## config.mk

```make
export PLATFORM = sky130hd
export DESIGN_NAME = aux_port
export DESIGN_NICKNAME = d
export VERILOG_FILES = /design/src/shared/aux_port_pkg.sv /design/src/hw/pin_sync.sv /design/src/hw/edge_toggle.sv /design/src/hw/aux_port.sv
export SDC_FILE = /design/constraint.sdc
export NUM_CORES = 1
export LEC_CHECK = 0
export BUFFER_PORTS_ARGS = -buffer_cell sky130_fd_sc_hd__buf_2
export CORE_UTILIZATION = 50
export CTS_CLUSTER_SIZE = 14
export DETAILED_ROUTE_END_ITERATION = 8
export GPL_TIMING_DRIVEN = 0
export PLACE_DENSITY_LB_ADDON = 0.1
export RECOVER_POWER = 50
export SLEW_MARGIN = 20
export SYNTH_ARGS = -nofsm -noshare
export SYNTH_HDL_FRONTEND = slang
export SYNTH_HIERARCHICAL = 1
export SYNTH_SLANG_ARGS = --single-unit
```

## constraint.sdc

```tcl
create_clock -name sys_clk -period 1.8 [get_ports sys_clk]
set_input_delay 0.36 -clock sys_clk [delete_from_list [all_inputs] [get_ports sys_clk]]
set_output_delay 0.36 -clock sys_clk [all_outputs]
set_load 0.02 [all_outputs]
```

## src/shared/aux_port_pkg.sv

```systemverilog
// Contract
// - Terminal mode: pins zero-two configurable input/output.
// - GPIO read returns pin level, output drives register.
// - Line/network modes: pins zero-two select channel.
// - Pin three is always plain GPIO.
// - Pin four alternate: multiframe bit in/out by mode.
// - Pin five alternate outputs sync or halved data clock (not the line clock in line-terminal-T mode).
// - Config bit chooses sync or halved data clock.
// - Pin six raises maskable interrupt, edge or level.
// - Pin six open-drain or push-pull; pull-up only open-drain.
// - Host interrupt defaults active-low open-drain, reprogrammable.
// - Terminal mode bit clock is data clock halved.
// - Line-terminal-T bit clock is 1.536 MHz line clock.
// - Network/line-terminal-S bit clock is data clock halved.
package aux_port_pkg;
  localparam int         NUM_PINS      = 7;
  localparam logic [11:0] ADDR_DIR     = 12'h000;
  localparam logic [11:0] ADDR_OUT     = 12'h004;
  localparam logic [11:0] ADDR_IN      = 12'h008;
  localparam logic [11:0] ADDR_CFG     = 12'h00C;
  localparam logic [11:0] ADDR_STAT    = 12'h010;
  localparam logic [11:0] ADDR_MASK    = 12'h014;
  localparam logic [11:0] ADDR_MODE    = 12'h018;
  localparam int CFG_PIN4_ALT   = 0;
  localparam int CFG_PIN5_ALT   = 1;
  localparam int CFG_SYNC_CHOICE = 2;
  localparam int CFG_EDGE_TRIG  = 3;
  localparam int CFG_SIX_PUSH   = 4;
  localparam int CFG_IRQ_HIGH   = 5;
  localparam int CFG_WIDTH      = 6;
  localparam logic [6:0] DIR_RESET  = 7'h00;
  localparam logic [6:0] OUT_RESET  = 7'h00;
  localparam logic [CFG_WIDTH-1:0] CFG_RESET = 6'h00;
  localparam logic       MASK_RESET = 1'b1;
  typedef enum logic [1:0] {MODE_TE, MODE_LTT, MODE_LTS} op_mode_type;
endpackage

```

## src/hw/pin_sync.sv

```systemverilog
`timescale 1ns/100ps
module pin_sync (
  // Clock and reset.
  input  wire logic sys_clk,
  input  wire logic arst_n,
  // Pin in, filtered level out.
  input  wire logic pinIn,
  output logic      level
);
  logic [2:0] stage_reg;

  always_ff @(posedge sys_clk or negedge arst_n) begin
    if (!arst_n) begin
      stage_reg <= 3'h0;
    end else begin
      stage_reg <= {stage_reg[1:0], pinIn};
    end
  end

  // The second and third stages must agree before the level changes.
  always_ff @(posedge sys_clk or negedge arst_n) begin
    if (!arst_n) begin
      level <= 1'b0;
    end else if (stage_reg[1] == stage_reg[2]) begin
      level <= stage_reg[2];
    end
  end
endmodule

```

## src/hw/edge_toggle.sv

```systemverilog
`timescale 1ns/100ps
module edge_toggle (
  // Clock and reset.
  input  wire logic sys_clk,
  input  wire logic arst_n,
  // Synchronised clock level in, halved clock and edge pulse out.
  input  wire logic clkLevel,
  output logic      halfClk,
  output logic      rise
);
  logic last_reg;

  assign rise = clkLevel & ~last_reg;

  always_ff @(posedge sys_clk or negedge arst_n) begin
    if (!arst_n) begin
      last_reg <= 1'b0;
    end else begin
      last_reg <= clkLevel;
    end
  end

  always_ff @(posedge sys_clk or negedge arst_n) begin
    if (!arst_n) begin
      halfClk <= 1'b0;
    end else if (rise) begin
      halfClk <= ~halfClk;
    end
  end
endmodule

```

## src/hw/aux_port.sv

```systemverilog
`timescale 1ns/100ps
module aux_port (
  // Clock and reset.
  input  wire logic        sys_clk,
  input  wire logic        arst_n,
  // APB slave.
  input  wire logic        psel,
  input  wire logic        penable,
  input  wire logic        pwrite,
  input  wire logic [11:0] paddr,
  input  wire logic [31:0] pwdata,
  output logic [31:0]      prdata,
  output logic             pready,
  output logic             pslverr,
  // Mode straps.
  input  wire logic        mode_select_first,
  input  wire logic        mode_select_second,
  // Serial highway clocks.
  input  wire logic        double_data_clock,
  input  wire logic        frame_sync,
  input  wire logic        line_clock,
  output logic             bit_clock_out,
  // Auxiliary pins, input, output and enable per pin.
  input  wire logic [6:0]  auxIn,
  output logic [6:0]       auxOut,
  output logic [6:0]       auxOe,
  output logic             sixPullupEn,
  // Multiframe bit to and from the framer.
  input  wire logic        multiframeBitTx,
  output logic             multiframeBitRx,
  // Channel select.
  output logic [2:0]       highway_channel_select,
  // Host interrupt pin.
  output logic             irqOut,
  output logic             irqOe
);
  logic [6:0] pinLevel;
  logic       modeFirst;
  logic       modeSecond;
  logic       dclLevel;
  logic       fscLevel;
  logic       lineLevel;
  logic       dclHalf;
  logic       dclRise;
  logic [6:0] dir_reg;
  logic [6:0] out_reg;
  logic [aux_port_pkg::CFG_WIDTH-1:0] cfg_reg;
  logic       stat_reg;
  logic       mask_reg;
  logic       sixLast_reg;
  logic       sixEvent;
  logic       irqPending;
  logic       wrEn;
  logic       rdEn;
  logic       addrOk;
  aux_port_pkg::op_mode_type mode;

  genvar g;
  generate
    for (g = 0; g < aux_port_pkg::NUM_PINS; g++) begin : gSync
      pin_sync uSync (
        .sys_clk (sys_clk),
        .arst_n  (arst_n),
        .pinIn   (auxIn[g]),
        .level   (pinLevel[g])
      );
    end
  endgenerate

  pin_sync uModeA (.sys_clk(sys_clk), .arst_n(arst_n), .pinIn(mode_select_first),  .level(modeFirst));
  pin_sync uModeB (.sys_clk(sys_clk), .arst_n(arst_n), .pinIn(mode_select_second), .level(modeSecond));
  pin_sync uDcl   (.sys_clk(sys_clk), .arst_n(arst_n), .pinIn(double_data_clock),  .level(dclLevel));
  pin_sync uFsc   (.sys_clk(sys_clk), .arst_n(arst_n), .pinIn(frame_sync),         .level(fscLevel));
  pin_sync uLine  (.sys_clk(sys_clk), .arst_n(arst_n), .pinIn(line_clock),         .level(lineLevel));

  edge_toggle uDiv (
    .sys_clk  (sys_clk),
    .arst_n   (arst_n),
    .clkLevel (dclLevel),
    .halfClk  (dclHalf),
    .rise     (dclRise)
  );

  // Mode decode from the straps kept by the board.
  always_comb begin
    if (!modeFirst) begin
      mode = aux_port_pkg::MODE_TE;
    end else if (!modeSecond) begin
      mode = aux_port_pkg::MODE_LTT;
    end else begin
      mode = aux_port_pkg::MODE_LTS;
    end
  end

  // APB decode; every access completes with no wait state.
  assign pready  = 1'b1;
  assign wrEn    = psel & penable & pwrite;
  assign rdEn    = psel & ~pwrite;
  always_comb begin
    case (paddr)
      aux_port_pkg::ADDR_DIR,
      aux_port_pkg::ADDR_OUT,
      aux_port_pkg::ADDR_IN,
      aux_port_pkg::ADDR_CFG,
      aux_port_pkg::ADDR_STAT,
      aux_port_pkg::ADDR_MASK,
      aux_port_pkg::ADDR_MODE: addrOk = 1'b1;
      default:                 addrOk = 1'b0;
    endcase
  end
  assign pslverr = psel & penable & ~addrOk;

  always_ff @(posedge sys_clk or negedge arst_n) begin
    if (!arst_n) begin
      dir_reg <= aux_port_pkg::DIR_RESET;
    end else if (wrEn && paddr == aux_port_pkg::ADDR_DIR) begin
      dir_reg <= pwdata[6:0];
    end
  end

  always_ff @(posedge sys_clk or negedge arst_n) begin
    if (!arst_n) begin
      out_reg <= aux_port_pkg::OUT_RESET;
    end else if (wrEn && paddr == aux_port_pkg::ADDR_OUT) begin
      out_reg <= pwdata[6:0];
    end
  end

  always_ff @(posedge sys_clk or negedge arst_n) begin
    if (!arst_n) begin
      cfg_reg <= aux_port_pkg::CFG_RESET;
    end else if (wrEn && paddr == aux_port_pkg::ADDR_CFG) begin
      cfg_reg <= pwdata[aux_port_pkg::CFG_WIDTH-1:0];
    end
  end

  always_ff @(posedge sys_clk or negedge arst_n) begin
    if (!arst_n) begin
      mask_reg <= aux_port_pkg::MASK_RESET;
    end else if (wrEn && paddr == aux_port_pkg::ADDR_MASK) begin
      mask_reg <= pwdata[0];
    end
  end

  // Pin six event: rising edge or high level of the input.
  always_ff @(posedge sys_clk or negedge arst_n) begin
    if (!arst_n) begin
      sixLast_reg <= 1'b0;
    end else begin
      sixLast_reg <= pinLevel[6];
    end
  end
  assign sixEvent = cfg_reg[aux_port_pkg::CFG_EDGE_TRIG] ? (pinLevel[6] & ~sixLast_reg) : pinLevel[6];

  // Status is sticky, cleared by writing one; a new event wins over the clear.
  always_ff @(posedge sys_clk or negedge arst_n) begin
    if (!arst_n) begin
      stat_reg <= 1'b0;
    end else if (sixEvent) begin
      stat_reg <= 1'b1;
    end else if (wrEn && paddr == aux_port_pkg::ADDR_STAT && pwdata[0]) begin
      stat_reg <= 1'b0;
    end
  end

  assign irqPending = stat_reg & ~mask_reg;

  // Host interrupt pin: open-drain low by default, push-pull high when chosen.
  always_comb begin
    if (cfg_reg[aux_port_pkg::CFG_IRQ_HIGH]) begin
      irqOut = irqPending;
      irqOe  = 1'b1;
    end else begin
      irqOut = 1'b0;
      irqOe  = irqPending;
    end
  end

  // Read data.
  always_ff @(posedge sys_clk or negedge arst_n) begin
    if (!arst_n) begin
      prdata <= 32'h00000000;
    end else if (rdEn && !penable) begin
      case (paddr)
        aux_port_pkg::ADDR_DIR:  prdata <= {25'h0, dir_reg};
        aux_port_pkg::ADDR_OUT:  prdata <= {25'h0, out_reg};
        aux_port_pkg::ADDR_IN:   prdata <= {25'h0, pinLevel};
        aux_port_pkg::ADDR_CFG:  prdata <= {26'h0, cfg_reg};
        aux_port_pkg::ADDR_STAT: prdata <= {31'h0, stat_reg};
        aux_port_pkg::ADDR_MASK: prdata <= {31'h0, mask_reg};
        aux_port_pkg::ADDR_MODE: prdata <= {30'h0, mode};
        default:                 prdata <= 32'h00000000;
      endcase
    end
  end

  // Bit clock per mode.
  always_ff @(posedge sys_clk or negedge arst_n) begin
    if (!arst_n) begin
      bit_clock_out <= 1'b0;
    end else begin
      case (mode)
        aux_port_pkg::MODE_TE:  bit_clock_out <= dclHalf;
        aux_port_pkg::MODE_LTT: bit_clock_out <= lineLevel;
        aux_port_pkg::MODE_LTS: bit_clock_out <= dclHalf;
        default:                bit_clock_out <= dclHalf;
      endcase
    end
  end

  // Channel select, latched from pins zero-two outside terminal mode.
  always_ff @(posedge sys_clk or negedge arst_n) begin
    if (!arst_n) begin
      highway_channel_select <= 3'h0;
    end else if (mode != aux_port_pkg::MODE_TE) begin
      highway_channel_select <= pinLevel[2:0];
    end
  end

  always_ff @(posedge sys_clk or negedge arst_n) begin
    if (!arst_n) begin
      multiframeBitRx <= 1'b0;
    end else begin
      multiframeBitRx <= pinLevel[4];
    end
  end

  // Pin drivers; open-drain pins drive low only, pin six may push-pull.
  always_comb begin
    auxOut = 7'h00;
    auxOe  = 7'h00;
    for (int i = 0; i < aux_port_pkg::NUM_PINS; i++) begin
      auxOe[i] = dir_reg[i] & ~out_reg[i];
    end
    if (mode != aux_port_pkg::MODE_TE) begin
      auxOe[2:0] = 3'h0;
    end
    auxOe[3] = dir_reg[3] & ~out_reg[3];
    if (cfg_reg[aux_port_pkg::CFG_PIN4_ALT]) begin
      if (mode == aux_port_pkg::MODE_LTS) begin
        auxOe[4] = 1'b0;
      end else begin
        auxOe[4] = ~multiframeBitTx;
      end
    end
    if (cfg_reg[aux_port_pkg::CFG_PIN5_ALT]) begin
      auxOe[5] = cfg_reg[aux_port_pkg::CFG_SYNC_CHOICE] ? ~dclHalf : ~fscLevel;
    end
    if (cfg_reg[aux_port_pkg::CFG_SIX_PUSH]) begin
      auxOut[6] = out_reg[6];
      auxOe[6]  = dir_reg[6];
    end
  end
  assign sixPullupEn = ~cfg_reg[aux_port_pkg::CFG_SIX_PUSH];

  mask_hides_a: assert property (@(posedge sys_clk) disable iff (!arst_n)
    mask_reg |-> !(irqOe && !cfg_reg[aux_port_pkg::CFG_IRQ_HIGH])) else $error("masked irq drives pin");
  sticky_stat_a: assert property (@(posedge sys_clk) disable iff (!arst_n)
    sixEvent |=> stat_reg) else $error("event lost");
  irq_low_a: assert property (@(posedge sys_clk) disable iff (!arst_n)
    (irqPending && !cfg_reg[aux_port_pkg::CFG_IRQ_HIGH]) |-> (irqOe && !irqOut)) else $error("irq not low");
  irq_high_a: assert property (@(posedge sys_clk) disable iff (!arst_n)
    cfg_reg[aux_port_pkg::CFG_IRQ_HIGH] |-> (irqOe && irqOut == irqPending)) else $error("irq not high");
  chan_input_a: assert property (@(posedge sys_clk) disable iff (!arst_n)
    (mode != aux_port_pkg::MODE_TE) |-> auxOe[2:0] == 3'h0) else $error("channel pins driven");
  chan_follow_a: assert property (@(posedge sys_clk) disable iff (!arst_n)
    (mode != aux_port_pkg::MODE_TE) |=> highway_channel_select == $past(pinLevel[2:0])) else $error("channel wrong");
  pin3_gpio_a: assert property (@(posedge sys_clk) disable iff (!arst_n)
    auxOe[3] == (dir_reg[3] & ~out_reg[3])) else $error("pin three wrong");
  pullup_od_a: assert property (@(posedge sys_clk) disable iff (!arst_n)
    sixPullupEn |-> !auxOut[6]) else $error("pull-up in push-pull");
  multiframe_bit_pin_in_a: assert property (@(posedge sys_clk) disable iff (!arst_n)
    (cfg_reg[aux_port_pkg::CFG_PIN4_ALT] && mode == aux_port_pkg::MODE_LTS) |-> !auxOe[4]) else $error("multiframe_bit_pin driven");
  bclk_te_a: assert property (@(posedge sys_clk) disable iff (!arst_n)
    (mode == aux_port_pkg::MODE_TE && $stable(mode)) |=> bit_clock_out == $past(dclHalf)) else $error("bclk wrong");

  irq_seen_c: cover property (@(posedge sys_clk) disable iff (!arst_n) irqPending);
  edge_mode_c: cover property (@(posedge sys_clk) disable iff (!arst_n) cfg_reg[aux_port_pkg::CFG_EDGE_TRIG] && sixEvent);
  div_edge_c: cover property (@(posedge sys_clk) disable iff (!arst_n) dclRise);
  alt_five_c: cover property (@(posedge sys_clk) disable iff (!arst_n) cfg_reg[aux_port_pkg::CFG_PIN5_ALT] && auxOe[5]);
endmodule

```

* Word-level counts from Yosys, hierarchy flattened *
Index checks and enable logic that the tools add are counted.

storage, ports and cells
  bits in registers = 110
  bits of input ports = 62
  output and inout bits = 56
  word-level logic and storage cells = 115

cells by class
  eq/ne operators = 20
  mux-type cells = 17
  bitwise operators = 30
  reduce and logical (&&, ||, !) cells = 12

operators by type and width
  operator             count
  $pmux 7 s7           1
  $eq 12x5->1 const B  3
  $eq 12x4->1 const B  2
  $not 1->1            16
  $and 1x1->1          14
  $mux 1               13
  $eq 1x1->1           12
  $eq 12x3->1 const B  1
  $logic_not 12->1     1
  $logic_and 1x1->1    7
  $reduce_or 7->1      1
  $mux 2               2
  $reduce_bool 2->1    2
  $mux 3               1
  $eq 2x1->1 const B   1
  $eq 2x2->1 const B   1
  $logic_not 1->1      1

* Depth between registers and ports, before layout *
Gate-level depths: netlist of the first run.

  depth in word-level cells = 6
  gate-level depth with buffers = 5
  depth with buffers taken out = 4

* Hierarchy *
The synthesis of the first run kept the hierarchy.

modules (own cells, without submodules)
  module       times used  cells each  area an instance (um^2)  seq. area each (um^2)
  aux_port     1           188         2052.0                   877.1
  pin_sync     12          5           111.4                    100.1
  edge_toggle  1           4           80.1                     50.0

* Least setup slack after synthesis of the first run *
OpenSTA, ideal clock, no wires.

  path type = in2reg
  start point = input paddr[8]
  end point = register cfg_reg[0] (netlist name)
  setup time = 0.125 ns
  arrival = 1.783 ns
  data required time = 1.675 ns
  setup slack = -0.107 ns
  stages = 5
  buffers on the path = 1
  path through = or4_4 > nor3b_2 > and3_1 > buf_6 > mux2_2

between the ends
  cells in the longest elaborated chain, start to end = 2

ends and longest elaborated chain
  item                  RTL line         text
  from (decl)           aux_port.sv:10   input wire logic [11:0] paddr,
  $eq 12x4->1           aux_port.sv:132  end else if (wrEn && paddr == aux_port_pkg::ADDR_CFG) begin
  $logic_and 1x1->1     aux_port.sv:132
  to (signal assigned)  aux_port.sv:131  cfg_reg <= aux_port_pkg::CFG_RESET;
  to (signal assigned)  aux_port.sv:133  cfg_reg <= pwdata[aux_port_pkg::CFG_WIDTH-1:0];
  to (decl)             aux_port.sv:47   logic [aux_port_pkg::CFG_WIDTH-1:0] cfg_reg;

No other way between the ends.
A chain may end at the register's enable or synchronous reset.

* Worst setup path in the final report of the first run *
  start point = input paddr[5]
  end point = register out_reg[5]

between the ends
  cells in the longest elaborated chain, start to end = 2

ends and longest elaborated chain
  item                  RTL line         text
  $eq 12x3->1           aux_port.sv:124  end else if (wrEn && paddr == aux_port_pkg::ADDR_OUT) begin
  $logic_and 1x1->1     aux_port.sv:124
  to (signal assigned)  aux_port.sv:123  out_reg <= aux_port_pkg::OUT_RESET;
  to (signal assigned)  aux_port.sv:125  out_reg <= pwdata[6:0];
  to (decl)             aux_port.sv:46   logic [6:0] out_reg;

No other way between the ends.

==> results.md, run 1 <==
* Ports placed on the boundary at 118
* Initial antenna violation count at 0
* Worst setup path class: in2reg
* Non-filler cells in the finished layout at 440
* TritonCTS sink count at 85
* Worst hold start: auxIn[0]
* Static leakage at 2.065 nW
* Max-slew violations at 0
* Synthesized area per cell at 13.76 um^2
* Buffers from clock root to sink, at most at 2
* Startpoint type of the worst setup path: input port
* Vias in the first global route at 2,080
* Count of input and output buffers at 59
* Cells traversed along the worst timing path: buf_2 -> or4_4 -> buf_4 -> nor3_4 -> nand3_2 -> mux2_2
* Asr flop ratio synth at 100.0%
* Critical path fanouts, max at 7
* WP buf/inv at 2
* Count of nets left with antenna violations after detail routing at 0
* Share of the cycle needed by the critical path after routing at 99.99%
* Maximum operating frequency at around 0.56 GHz
* Worst r2r src: uModeA/level
* Crit Reg-Reg Endpoint: prdata[0]
* Final hold slack at about 0.11 ns
* Finish-stage setup viols at 0
* Flip-flop and latch area at about 2100 um^2
* Max-cap check violation count at 0
* Flop and latch count out of synthesis at 85
* Row count at 29
* Width of the die at 85.29 um
* R2r setup slk at around 0.33 ns
* Flip-flop count of the largest register, all copies and words added at 21
* Post-Syn Area at between 3000 and 4000 um^2
* Metal-1 WL at 2.778 mm
* First-pass GRT wire length at ~10 mm
* Final Hold Vio Count at 0
* Tightest Pin Transition at about 0.67 ns
* Residual DRC at 0
* Cell depth of the worst flop-to-flop path at 5
* Final wirelength at 6.233 mm
* Slew margin rel. at a little under three fifths
* Distinct cells, synth at 45
* Buffer cell driving the clock tree root: clkbuf_8
* Filler instances at 534
* Sequential element share of the synthesized area at approximately three fifths
* Class of the worst hold path: in2reg
* Cell type group with the largest total delay on the critical path: simple AND/OR/NAND/NOR gates
* Area grow syn2layout at 21.75%
* Deepest level of the CTS H-tree at 3
* Share of cells above drive strength 1 at 42.15%
* Cells after synthesis at 252
* Power density cells at 909.0 nW/um^2
* Cell depth of the worst min-delay path at 1
* Chip height at 85.29 um
* RD Place Congestion at 0.8149
* Clock slew at reported path FFs at around 0.08 ns
* Element type at the critical path end: register
* Floorplan die area at between 7000 and 8000 um^2
* Multi-input logic area at 1171 um^2
* Number of search-and-repair iterations in the first detailed-routing pass at 4
* CP Data Arrival Time at between 2 and 2.5 ns
* CTS tree: yes
* Required time of the critical path at between 2 and 2.5 ns
* Post-detailed-route wirelength per cell at 14.17 um
* Detailed route wirelength on metal3 at about 390 um
* Initial core utilization at 53.10%
* Worst min-delay path endpoint: gSync[0].uSync/stage_reg[0]
* Post-layout nets at 420
* Worst clock skew at approximately 0.0056 ns
* Most used flip-flop cell after synthesis: dfrtp_1
* Detailed-route via count at ~2,100
* Met2 Wirelength at slightly below 3 mm
* Slowest library cell on the worst path: or4_4
* Floorplan Core Area at 6531 um^2
* Result of the run: finished, final reports clean
* Overall Power at 3.838 mW
* Unrepaired setup endpoints after global routing: yes
* Period minus WS final at 1.800 ns
* Max incr delay on CP at 0.59 ns
* Clk Latency, worst-skew pair at around 0.35 ns
* DRC marker count from the first detailed-route iteration at about 100
* Pin count of the biggest net entering global routing at 60
* Maximum resistive drop on vdd at 0.5291 mV
* Total routing resource utilization after global routing at 18.10%
* Number of vias per cell at 4.855
* Synthesis Warnings at 6
* CTS Buf Count at 9
* Top routing layer in use: met4
* Post-placement cell count at 419
* HPWL after DPL at around 4.4 mm
* Diode count at 0
* Aggregate global routing overflow at 0
* Number of enable flip-flop cells after synthesis at 0
layout make-up:
| type | instances | area share, % |
|---|---|---|
| Inverter | 4 | 0.3556 |
| Multi-Input combinational cell | 154 | 27.73 |
| Timing Repair Buffer | 66 | 8.296 |
| Buffer | 38 | 6.430 |
| Clock buffer | 9 | 2.933 |
| Tap cell | 77 | 2.281 |
| Clock inverter | 7 | 1.570 |
| Sequential cell | 85 | 50.40 |
synthesized netlist by cell type, types with 2 or more instances:
cell type  instances  area share, %
mux2_2            26            8.4
nor2b_1            2           0.36
o2bb2ai_1          5            1.3
a22oi_1            4           0.87
nand3_2            2           0.58
nand3_1            2           0.29
nor3b_1            4           0.87
or3_1              3           0.54
a21oi_1            5           0.72
nand2_1            5           0.54
nand4_1            2           0.36
nor2_1            11            1.2
clkbuf_1           5           0.54
o21ai_0            4           0.58
mux2i_1            8            2.3
buf_4             32            6.9
dfrtp_1           84             61
inv_1              4           0.43
maj3_2            12            3.9
conb_1             2           0.22
and3_1             3           0.54
nand2b_1           4           0.72
how the worst max path moves through the flow:
stage | start | to | cells after the start
floorplan | paddr[5] | cfg_reg[0] | 5
global placement | arst_n | gSync[4].uSync/stage_reg[0] | 1
detailed placement | paddr[5] | cfg_reg[3] | 6
CTS | paddr[8] | pslverr | 5
global route | paddr[5] | out_reg[2] | 6
finish | paddr[5] | out_reg[5] | 6
per-stage QoR:
stage          instance area [um^2]  setup WS (ns)  setup TNS [ns]  util (%)
3_3_place_gp                   3995        -0.2747          -28.54     61.17
6_report                       4223      0.0002574               0     64.66
2_1_floorplan                  3603       -0.07752         -0.4651         -
5_1_grt                        4223       -0.02787         -0.2882     64.66
4_1_cts                        4238       0.007314               0     64.89
3_5_place_dp                   4025        -0.2855          -5.909     61.63
routing by layer:
layer | vias to the layer above | GRT usage, %
met5 | - | 0
met4 | 0 | 7.424
met3 | 8 | 5.447
met2 | 70 | 29.11
met1 | 1028 | 23.12
li1 | 1030 | -
what timing repair did:
| action | in CTS | in global routing |
|---|---|---|
| setup endpoints to repair | 5 | 16 |
| endpoints found under the hold margin | 26 | 0 |
| setup buffers | 1 | 4 |
| gates resized for setup | 3 | 0 |
| pin swaps | 1 | 1 |
| hold buffers | 1 | 0 |
cells by family (layout without fill, tap and decap cells):
kind of cell,after synthesis,in the layout,share of synthesized area [%]
other cells,2,32,0.2165
compound gates,27,27,5.520
mux,35,35,11.40
buf+inv,43,124,8.369
xor+xnor,1,1,0.4691
fa+ha+maj,12,12,3.896
simple gates,47,47,8.766
flops,85,85,61.36
placed cells by master (no fill, tap or decap), drive strengths merged, types with 5 or more instances in the layout:
cell,netlist,layout
buf,34,97
dfrtp,84,84
conb,2,32
mux2,26,26
clkbuf,5,15
maj3,12,12
nor2,11,11
mux2i,8,8
nand2,5,5
a21oi,5,5
o2bb2ai,5,5
nor3b,5,5
clkinv,0,5
power breakdown:
part	internal [mW]	switching (mW)
clock network	0.633	0.636
registers	2.03	0.0791
logic	0.197	0.262
(Power assumes the default switching activity.)
==> run 2: changes to the inputs <==
--- a/config.mk
+++ b/config.mk
@@ -12,8 +12,7 @@
 export GPL_TIMING_DRIVEN = 0
 export PLACE_DENSITY_LB_ADDON = 0.1
 export RECOVER_POWER = 50
-export SLEW_MARGIN = 20
+export SLEW_MARGIN = 0
 export SYNTH_ARGS = -nofsm -noshare
 export SYNTH_HDL_FRONTEND = slang
-export SYNTH_HIERARCHICAL = 1
 export SYNTH_SLANG_ARGS = --single-unit
==> run 2 against run 1 <==
The flow now finishes with violations (setup timing). Sequential cell count unchanged. Hold slack better by 0.0096 ns. Routed wire length up 0.11%. Sequential power about the same. Sequential share of layout area down 1.5 points. Total power up 1.2%. Largest cell class unchanged. Critical endpoint is now pslverr. Die area down 0.21%. Core utilization up 2.0 points. Area after synthesis down 0.22%. Worst setup slack worse by 0.44 ns.
==> results.md, run 2 <==
* DRC marker count from the first detailed-route iteration at 100 (was 103)
* Diode count at 0 (unchanged)
* CP Data Arrival Time at 1.88 ns (was 2.03 ns)
* Cells after synthesis at 247 (was 252)
* Row count at 29 (unchanged)
* Max-cap check violation count at 0 (unchanged)
* Static leakage at 2.186 nW (was 2.065 nW)
* Asr flop ratio synth at 100.0% (unchanged)
* R2r setup slk at 0.39 ns (was 0.33 ns)
* Violations in the final reports: setup timing
* Number of enable flip-flop cells after synthesis at 0 (unchanged)
* Top cells by instance count after synthesis: 84 x dfrtp_1, 32 x buf_4, 19 x nand2_1 (was 84 x dfrtp_1, 32 x buf_4, 26 x mux2_2)
* Power density cells at 892.5 nW/um^2 (was 909.0 nW/um^2)
* Initial core utilization at 52.99% (was 53.10%)
* Highest-count cells in the layout ignoring fill and taps: 84 x dfrtp_1, 55 x buf_2, 35 x buf_4 (was 84 x dfrtp_1, 59 x buf_2, 36 x buf_4)
* Flop and latch count out of synthesis at 85 (unchanged)
* Element type at the critical path end: output pin (was register)
* Max-slew violations at 0 (unchanged)
* HPWL after DPL at 4.330 mm (was 4.401 mm)
* Count of input and output buffers at 58 (was 59)
* Worst setup path class: in2out (was in2reg)
* Non-Filler Cell Area, Final at 4354 um^2 (was 4223 um^2)
* Non-filler cells in the finished layout at 436 (was 440)
* Vias in the first global route at 2,087 (was 2,080)
* Tightest Pin Transition at 0.6743 ns (was 0.6664 ns)
* Synthesized area per cell at 14.01 um^2 (was 13.76 um^2)
* Sequential element share of the synthesized area at 61.50% (was 61.36%)
* Unrepaired setup endpoints after global routing: yes (unchanged)
* Share of cells above drive strength 1 at 44.01% (was 42.15%)
* Pin count of the biggest net entering global routing at 59 (was 60)
* Finish-stage setup viols at 17 (was 0)
* Synthesis Warnings at 0 (was 6)
* Maximum resistive drop on vdd at 0.5636 mV (was 0.5291 mV)
* Area share of the largest cell type after synthesis at 60.74% (was 60.61%)
* Cell Area, Placed at 4010 um^2 (was 4025 um^2)
* Required time of the critical path at 1.44 ns (was 2.03 ns)
* Setup total negative slack at -5.312 ns (was 0 ns)
* Cell with the most instances after synthesis: dfrtp_1 (unchanged)
* Chip height at 85.20 um (was 85.29 um)
* CTS tree: yes (unchanged)
* Post-placement cell count at 413 (was 419)
* Startpoint type of the worst setup path: input port (unchanged)
* Count of nets left with antenna violations after detail routing at 0 (unchanged)
* Overall Power at 3.886 mW (was 3.838 mW)
* Post-Syn Area at 3461 um^2 (was 3468 um^2)
* Result of the run: finished, violations left (was finished, final reports clean)
* Width of the die at 85.20 um (was 85.29 um)
* Worst clock skew at 0.005381 ns (was 0.005552 ns)
* Area leader, netlist: dfrtp_1 (unchanged)
* Flip-flop count of the largest register, all copies and words added at 21 (unchanged)
* RD Place Congestion at 0.8226 (was 0.8149)
* Ports placed on the boundary at 118 (unchanged)
* Area grow syn2layout at 25.81% (was 21.75%)
* Final Hold Vio Count at 0 (unchanged)
* Aggregate global routing overflow at 0 (unchanged)
* TritonCTS sink count at 85 (unchanged)
* Period minus WS final at 2.239 ns (was 1.800 ns)
* Synth top area cells: dfrtp_1 61%, buf_4 6.9%, mux2_2 5.5%, maj3_1 3.5%, mux4_2 3.3% (was dfrtp_1 61%, mux2_2 8.4%, buf_4 6.9%, maj3_2 3.9%, mux2i_1 2.3%)
* Floorplan Core Area at 6531 um^2 (unchanged)
* Distinct cells, synth at 43 (was 45)
* Clk Latency, worst-skew pair at 0.33 ns (was 0.35 ns)
* Total routing resource utilization after global routing at 19.03% (was 18.10%)
* CTS Buf Count at 9 (unchanged)
* Number of search-and-repair iterations in the first detailed-routing pass at 4 (unchanged)
* Share of the cycle needed by the critical path after routing at 124.4% (was 99.99%)
* Post-detailed-route wirelength per cell at 14.31 um (was 14.17 um)
* Clock slew at reported path FFs at 0.08 ns (about the same)
* Detailed-route via count at 2,154 (was 2,136)
* First-pass GRT wire length at 10.22 mm (was 9.811 mm)
* Maximum operating frequency at 0.4466 GHz (was 0.5556 GHz)
* Class of the worst hold path: in2reg (unchanged)
* Post-layout nets at 416 (was 420)
* Critical path fanouts, max at 2 (was 7)
* Most used flip-flop cell after synthesis: dfrtp_1 (unchanged)
* Buffer cell driving the clock tree root: clkbuf_8 (unchanged)
* Final wirelength at 6.240 mm (was 6.233 mm)
* Final Worst Setup Slack at -0.4394 ns (was 0.0002574 ns)
* Deepest level of the CTS H-tree at 3 (unchanged)
* Commonest non-fill, non-tap cell in the layout: dfrtp_1 (unchanged)
* Buffers from clock root to sink, at most at 2 (unchanged)
* Floorplan die area at 7258 um^2 (was 7274 um^2)
* Residual DRC at 0 (unchanged)
* Initial antenna violation count at 0 (unchanged)
* Slew margin rel. at 55.05% (was 55.57%)
* Number of vias per cell at 4.940 (was 4.855)
run 2: path summary, 6_finish.rpt:
kind	start	to	depth (start not counted)
max	paddr[7]	pslverr	6
min	line_clock	uLine.stage_reg[0]	1
max reg2reg	uModeA.level	prdata[1]	4
min reg2reg	gSync[5].uSync.stage_reg[0]	gSync[5].uSync.stage_reg[1]	0
max in group asynchronous	arst_n	out_reg[5]	3
min in group asynchronous	arst_n	uModeB.stage_reg[2]	2
run 2: area by class of cell:
class / instances / area (um^2)
plain buffers: 38 / 264.0
clock buffers: 12 / 135.1
clock inverters: 4 / 72.57
fillers: 514 / 2177
inverters: 3 / 11.26
multi-input cells: 149 / 1235
flip-flops and latches: 85 / 2128
well taps: 77 / 96.34
repair buffers: 68 / 411.6
run 2: cells by family after synthesis:
group | synth area share, %
AOI/OAI and AO/OA | 3.868
and+or+nand+nor | 8.785
other | 0.2170
xor gates and xnor gates | 0.2531
adders and majority gates | 3.471
DFF | 61.50
buffers and inverters | 8.351
muxes | 13.56
run 2: timing repair:
| item | 4_1_cts | 5_1_grt |
|---|---|---|
| resized for setup | 13 | 9 |
| hold buffers | 1 | 0 |
| hold endpoints to repair | 26 | 0 |
| pin swaps | 6 | 8 |
| setup buffers | 7 | 2 |
| setup endpoints to repair | 25 | 28 |
run 2: critical path: stages:
cell and delay [ns]:
buf_6 0.09, or4_4 0.53, or2_4 0.25, or3_4 0.37, and3_4 0.16, buf_6 0.12
run 2: through the flow:
stage	util [%]	worst slack [ns]	hold WS (ns)
finish	66.67	-0.4394	0.1214
CTS	66.32	-0.4544	0.1000
floorplan	-	-0.3687	0.06441
global route	66.67	-0.4513	0.09386
global placement	60.94	-0.6907	0.3316
detailed placement	61.40	-0.7095	0.3028
run 2: per-layer routing:
| layer | wire, um | track usage (%) |
|---|---|---|
| met5 | 0 | 0 |
| met4 | 136 | 9.861 |
| met3 | 395 | 4.767 |
| met2 | 2981 | 29.40 |
| met1 | 2727 | 25.15 |
run 2: power by group:
part / total (mW) / switching [mW] / internal, mW / leakage, nW
combinational: 0.409 / 0.226 / 0.183 / 1.04
sequential: 2.09 / 0.0688 / 2.02 / 1.05
clock: 1.39 / 0.609 / 0.781 / 0.101
==> run 3: changes to the inputs <==
--- a/config.mk
+++ b/config.mk
@@ -12,6 +12,7 @@
 export GPL_TIMING_DRIVEN = 0
 export PLACE_DENSITY_LB_ADDON = 0.1
 export RECOVER_POWER = 50
+export REMOVE_ABC_BUFFERS = 1
 export SLEW_MARGIN = 0
 export SYNTH_ARGS = -nofsm -noshare
 export SYNTH_HDL_FRONTEND = slang
==> run 3 against run 2 <==
The flow still finishes with violations (setup timing). Hold slack got worse by 0.0045 ns. Non-clock buffer count fell by 28. Clock power down 12%. Clock skew is 0.0035 ns higher. Total power shrank 5.5%. Clock-buffer cell count fell by 1. Maximum frequency down 0.31%. Sequential power about the same. Combinational power fell by 11%. Critical path type unchanged.
==> results.md, run 3 (synthesis results as in run 2) <==
* Result of the run: finished, violations left (unchanged)
* Violations in the final reports: setup timing (unchanged)
* Post-Place Worst Slack at -0.7456 ns (was -0.7095 ns)
* Element type at the critical path end: output pin (unchanged)
* Commonest non-fill, non-tap cell in the layout: dfrtp_1 (unchanged)
* Flip-flop count of the largest register, all copies and words added at 21 (unchanged)
* Switching Power at 934.0 uW (was 904.1 uW)
* Floorplan die area at 7258 um^2 (unchanged)
* Period minus WS final at 2.246 ns (was 2.239 ns)
* Power share of the clock group at 33.4% (was 35.8%)
* Count of nets left with antenna violations after detail routing at 0 (unchanged)
* HPWL after DPL at 3.903 mm (was 4.330 mm)
* Worst r2r src: uModeA.level (unchanged)
* Required time of the critical path at 1.44 ns (about the same)
* Maximum resistive drop on vdd at 0.4796 mV (was 0.5636 mV)
* Final wirelength at 6.137 mm (was 6.240 mm)
* Max-slew violations at 0 (unchanged)
* Static leakage at 2.021 nW (was 2.186 nW)
* Chip height at 85.20 um (unchanged)
* Aggregate global routing overflow at 0 (unchanged)
* Initial antenna violation count at 0 (unchanged)
* Post-placement cell count at 375 (was 413)
* Post-layout nets at 388 (was 416)
* Row count at 29 (unchanged)
* Ports placed on the boundary at 118 (unchanged)
* CTS Buf Count at 9 (unchanged)
* Post-detailed-route wirelength per cell at 15.04 um (was 14.31 um)
* Unrepaired setup endpoints after global routing: yes (unchanged)
* Pin count of the biggest net entering global routing at 64 (was 59)
* Buffers from clock root to sink, at most at 2 (unchanged)
* Initial core utilization at 52.99% (unchanged)
* Critical path fanouts, max at 2 (unchanged)
* Slew margin rel. at 62.06% (was 55.05%)
* First-pass GRT wire length at 9.735 mm (was 10.22 mm)
* Number of search-and-repair iterations in the first detailed-routing pass at 4 (unchanged)
* Share of the cycle needed by the critical path after routing at 124.8% (was 124.4%)
* CP Data Arrival Time at 1.89 ns (was 1.88 ns)
* Buffer cell driving the clock tree root: clkbuf_8 (unchanged)
* Origin of the worst setup path: paddr[7] (unchanged)
* Vias in the first global route at 1,942 (was 2,087)
* RD Place Congestion at 0.7788 (was 0.8226)
* Non-filler cells in the finished layout at 408 (was 436)
* Tightest Pin Transition at 0.5691 ns (was 0.6743 ns)
* Share of cells above drive strength 1 at 42.90% (was 44.01%)
* Highest-count cells in the layout ignoring fill and taps: 84 x dfrtp_1, 56 x buf_2, 32 x conb_1 (was 84 x dfrtp_1, 55 x buf_2, 35 x buf_4)
* Clock slew at reported path FFs at 0.08 ns (about the same)
* Worst clock skew at 0.008901 ns (was 0.005381 ns)
* Share of total power in sequential cells at 56.7% (was 53.7%)
* Class of the worst hold path: in2reg (unchanged)
* Width of the die at 85.20 um (unchanged)
* Clk Latency, worst-skew pair at 0.34 ns (was 0.33 ns)
* TritonCTS sink count at 85 (unchanged)
* Switching Fraction at 25.43% (was 23.26%)
* DRC marker count from the first detailed-route iteration at 101 (was 100)
* Internal Pwr Total at 2.738 mW (was 2.982 mW)
* Setup total negative slack at -6.374 ns (was -5.312 ns)
* Final Worst Setup Slack at -0.4463 ns (was -0.4394 ns)
* CTS tree: yes (unchanged)
* Finish-stage setup viols at 22 (was 17)
* Max-cap check violation count at 0 (unchanged)
* Startpoint type of the worst setup path: input port (unchanged)
* Non-Filler Cell Area, Final at 4158 um^2 (was 4354 um^2)
* Area grow syn2layout at 20.14% (was 25.81%)
* Diode count at 0 (unchanged)
* Floorplan Core Area at 6531 um^2 (unchanged)
* Residual DRC at 0 (unchanged)
* R2r setup slk at 0.49 ns (was 0.39 ns)
* Count of input and output buffers at 60 (was 58)
* Maximum operating frequency at 0.4452 GHz (was 0.4466 GHz)
* Post-Route Utilization at 63.66% (was 66.67%)
* Final Hold Vio Count at 0 (unchanged)
* Total routing resource utilization after global routing at 18.07% (was 19.03%)
* Number of vias per cell at 5.037 (was 4.940)
* Deepest level of the CTS H-tree at 3 (unchanged)
* Worst hold start: mode_select_second (was line_clock)
* Logic gate share of total power at 9.9% (was 10.5%)
* Cell Area, Placed at 3722 um^2 (was 4010 um^2)
* Detailed-route via count at 2,055 (was 2,154)
* Power density cells at 883.3 nW/um^2 (was 892.5 nW/um^2)
* Worst setup path class: in2out (unchanged)
run 3: cell count changes in the layout (fill, tap and decap cells not counted), sizes merged:
cell,previous run,this run
buf,98,76
clkbuf,19,12
clkinv,1,4
bufinv,2,0
run 3: critical path, stage by stage:
cell and delay [ns]:
buf_6 0.09, or4_4 0.53, or2_4 0.27, or3_4 0.36, and3_4 0.15, buf_6 0.12
run 3: per-stage QoR:
| stage | hold slack (ns) | power [mW] |
|---|---|---|
| 2_1_floorplan | 0.06441 | 2.303 |
| 3_3_place_gp | 0.3327 | 2.453 |
| 3_5_place_dp | 0.2763 | 2.467 |
| 4_1_cts | 0.09769 | 3.712 |
| 5_1_grt | 0.08316 | 3.844 |
| 6_report | 0.1170 | 3.672 |
run 3: timing repair:
| action | in CTS | in global routing |
|---|---|---|
| cloned | 0 | 0 |
| gates resized for setup | 9 | 17 |
| pin swaps | 8 | 6 |
| endpoints found under the hold margin | 22 | 0 |
| setup buffers | 8 | 8 |
| hold buffers | 1 | 0 |
| setup endpoints to repair | 23 | 25 |
run 3: per-layer routing:
metal | vias to the layer above | GRT usage (%) | routed length, um
met2 | 83 | 26.32 | 2825
met5 | - | 0 | 0
met1 | 1009 | 25.65 | 2891
met3 | 8 | 4.475 | 333
li1 | 955 | - | -
met4 | 0 | 8.629 | 87
run 3: power groups by stage:
stage	clock network (mW)	logic [mW]	registers [mW]
after floorplan	0	0.166	2.14
after global placement	0	0.333	2.12
after detailed placement	0	0.345	2.12
after CTS	1.27	0.357	2.09
after global routing	1.35	0.400	2.10
final	1.23	0.365	2.08
run 3: path summary, 6_finish.rpt:
kind / to / cells after the start
max in group asynchronous: gSync[4].uSync.stage_reg[1] / 3
hold / removal: uModeB.stage_reg[0] / 1
setup reg to reg: prdata[1] / 4
setup / recovery: pslverr / 6
min in group asynchronous: uModeB.stage_reg[1] / 2
hold reg to reg: gSync[4].uSync.stage_reg[1] / 0
run 3: area by class of cell:
cell class,count,area [um^2]
fillers,507,2374
inverters,3,11.26
multi-input cells,149,1239
flip-flops and latches,85,2128
repair buffers,78,496.7
well taps,77,96.34
clock inverters,5,35.03
clock buffers,11,151.4
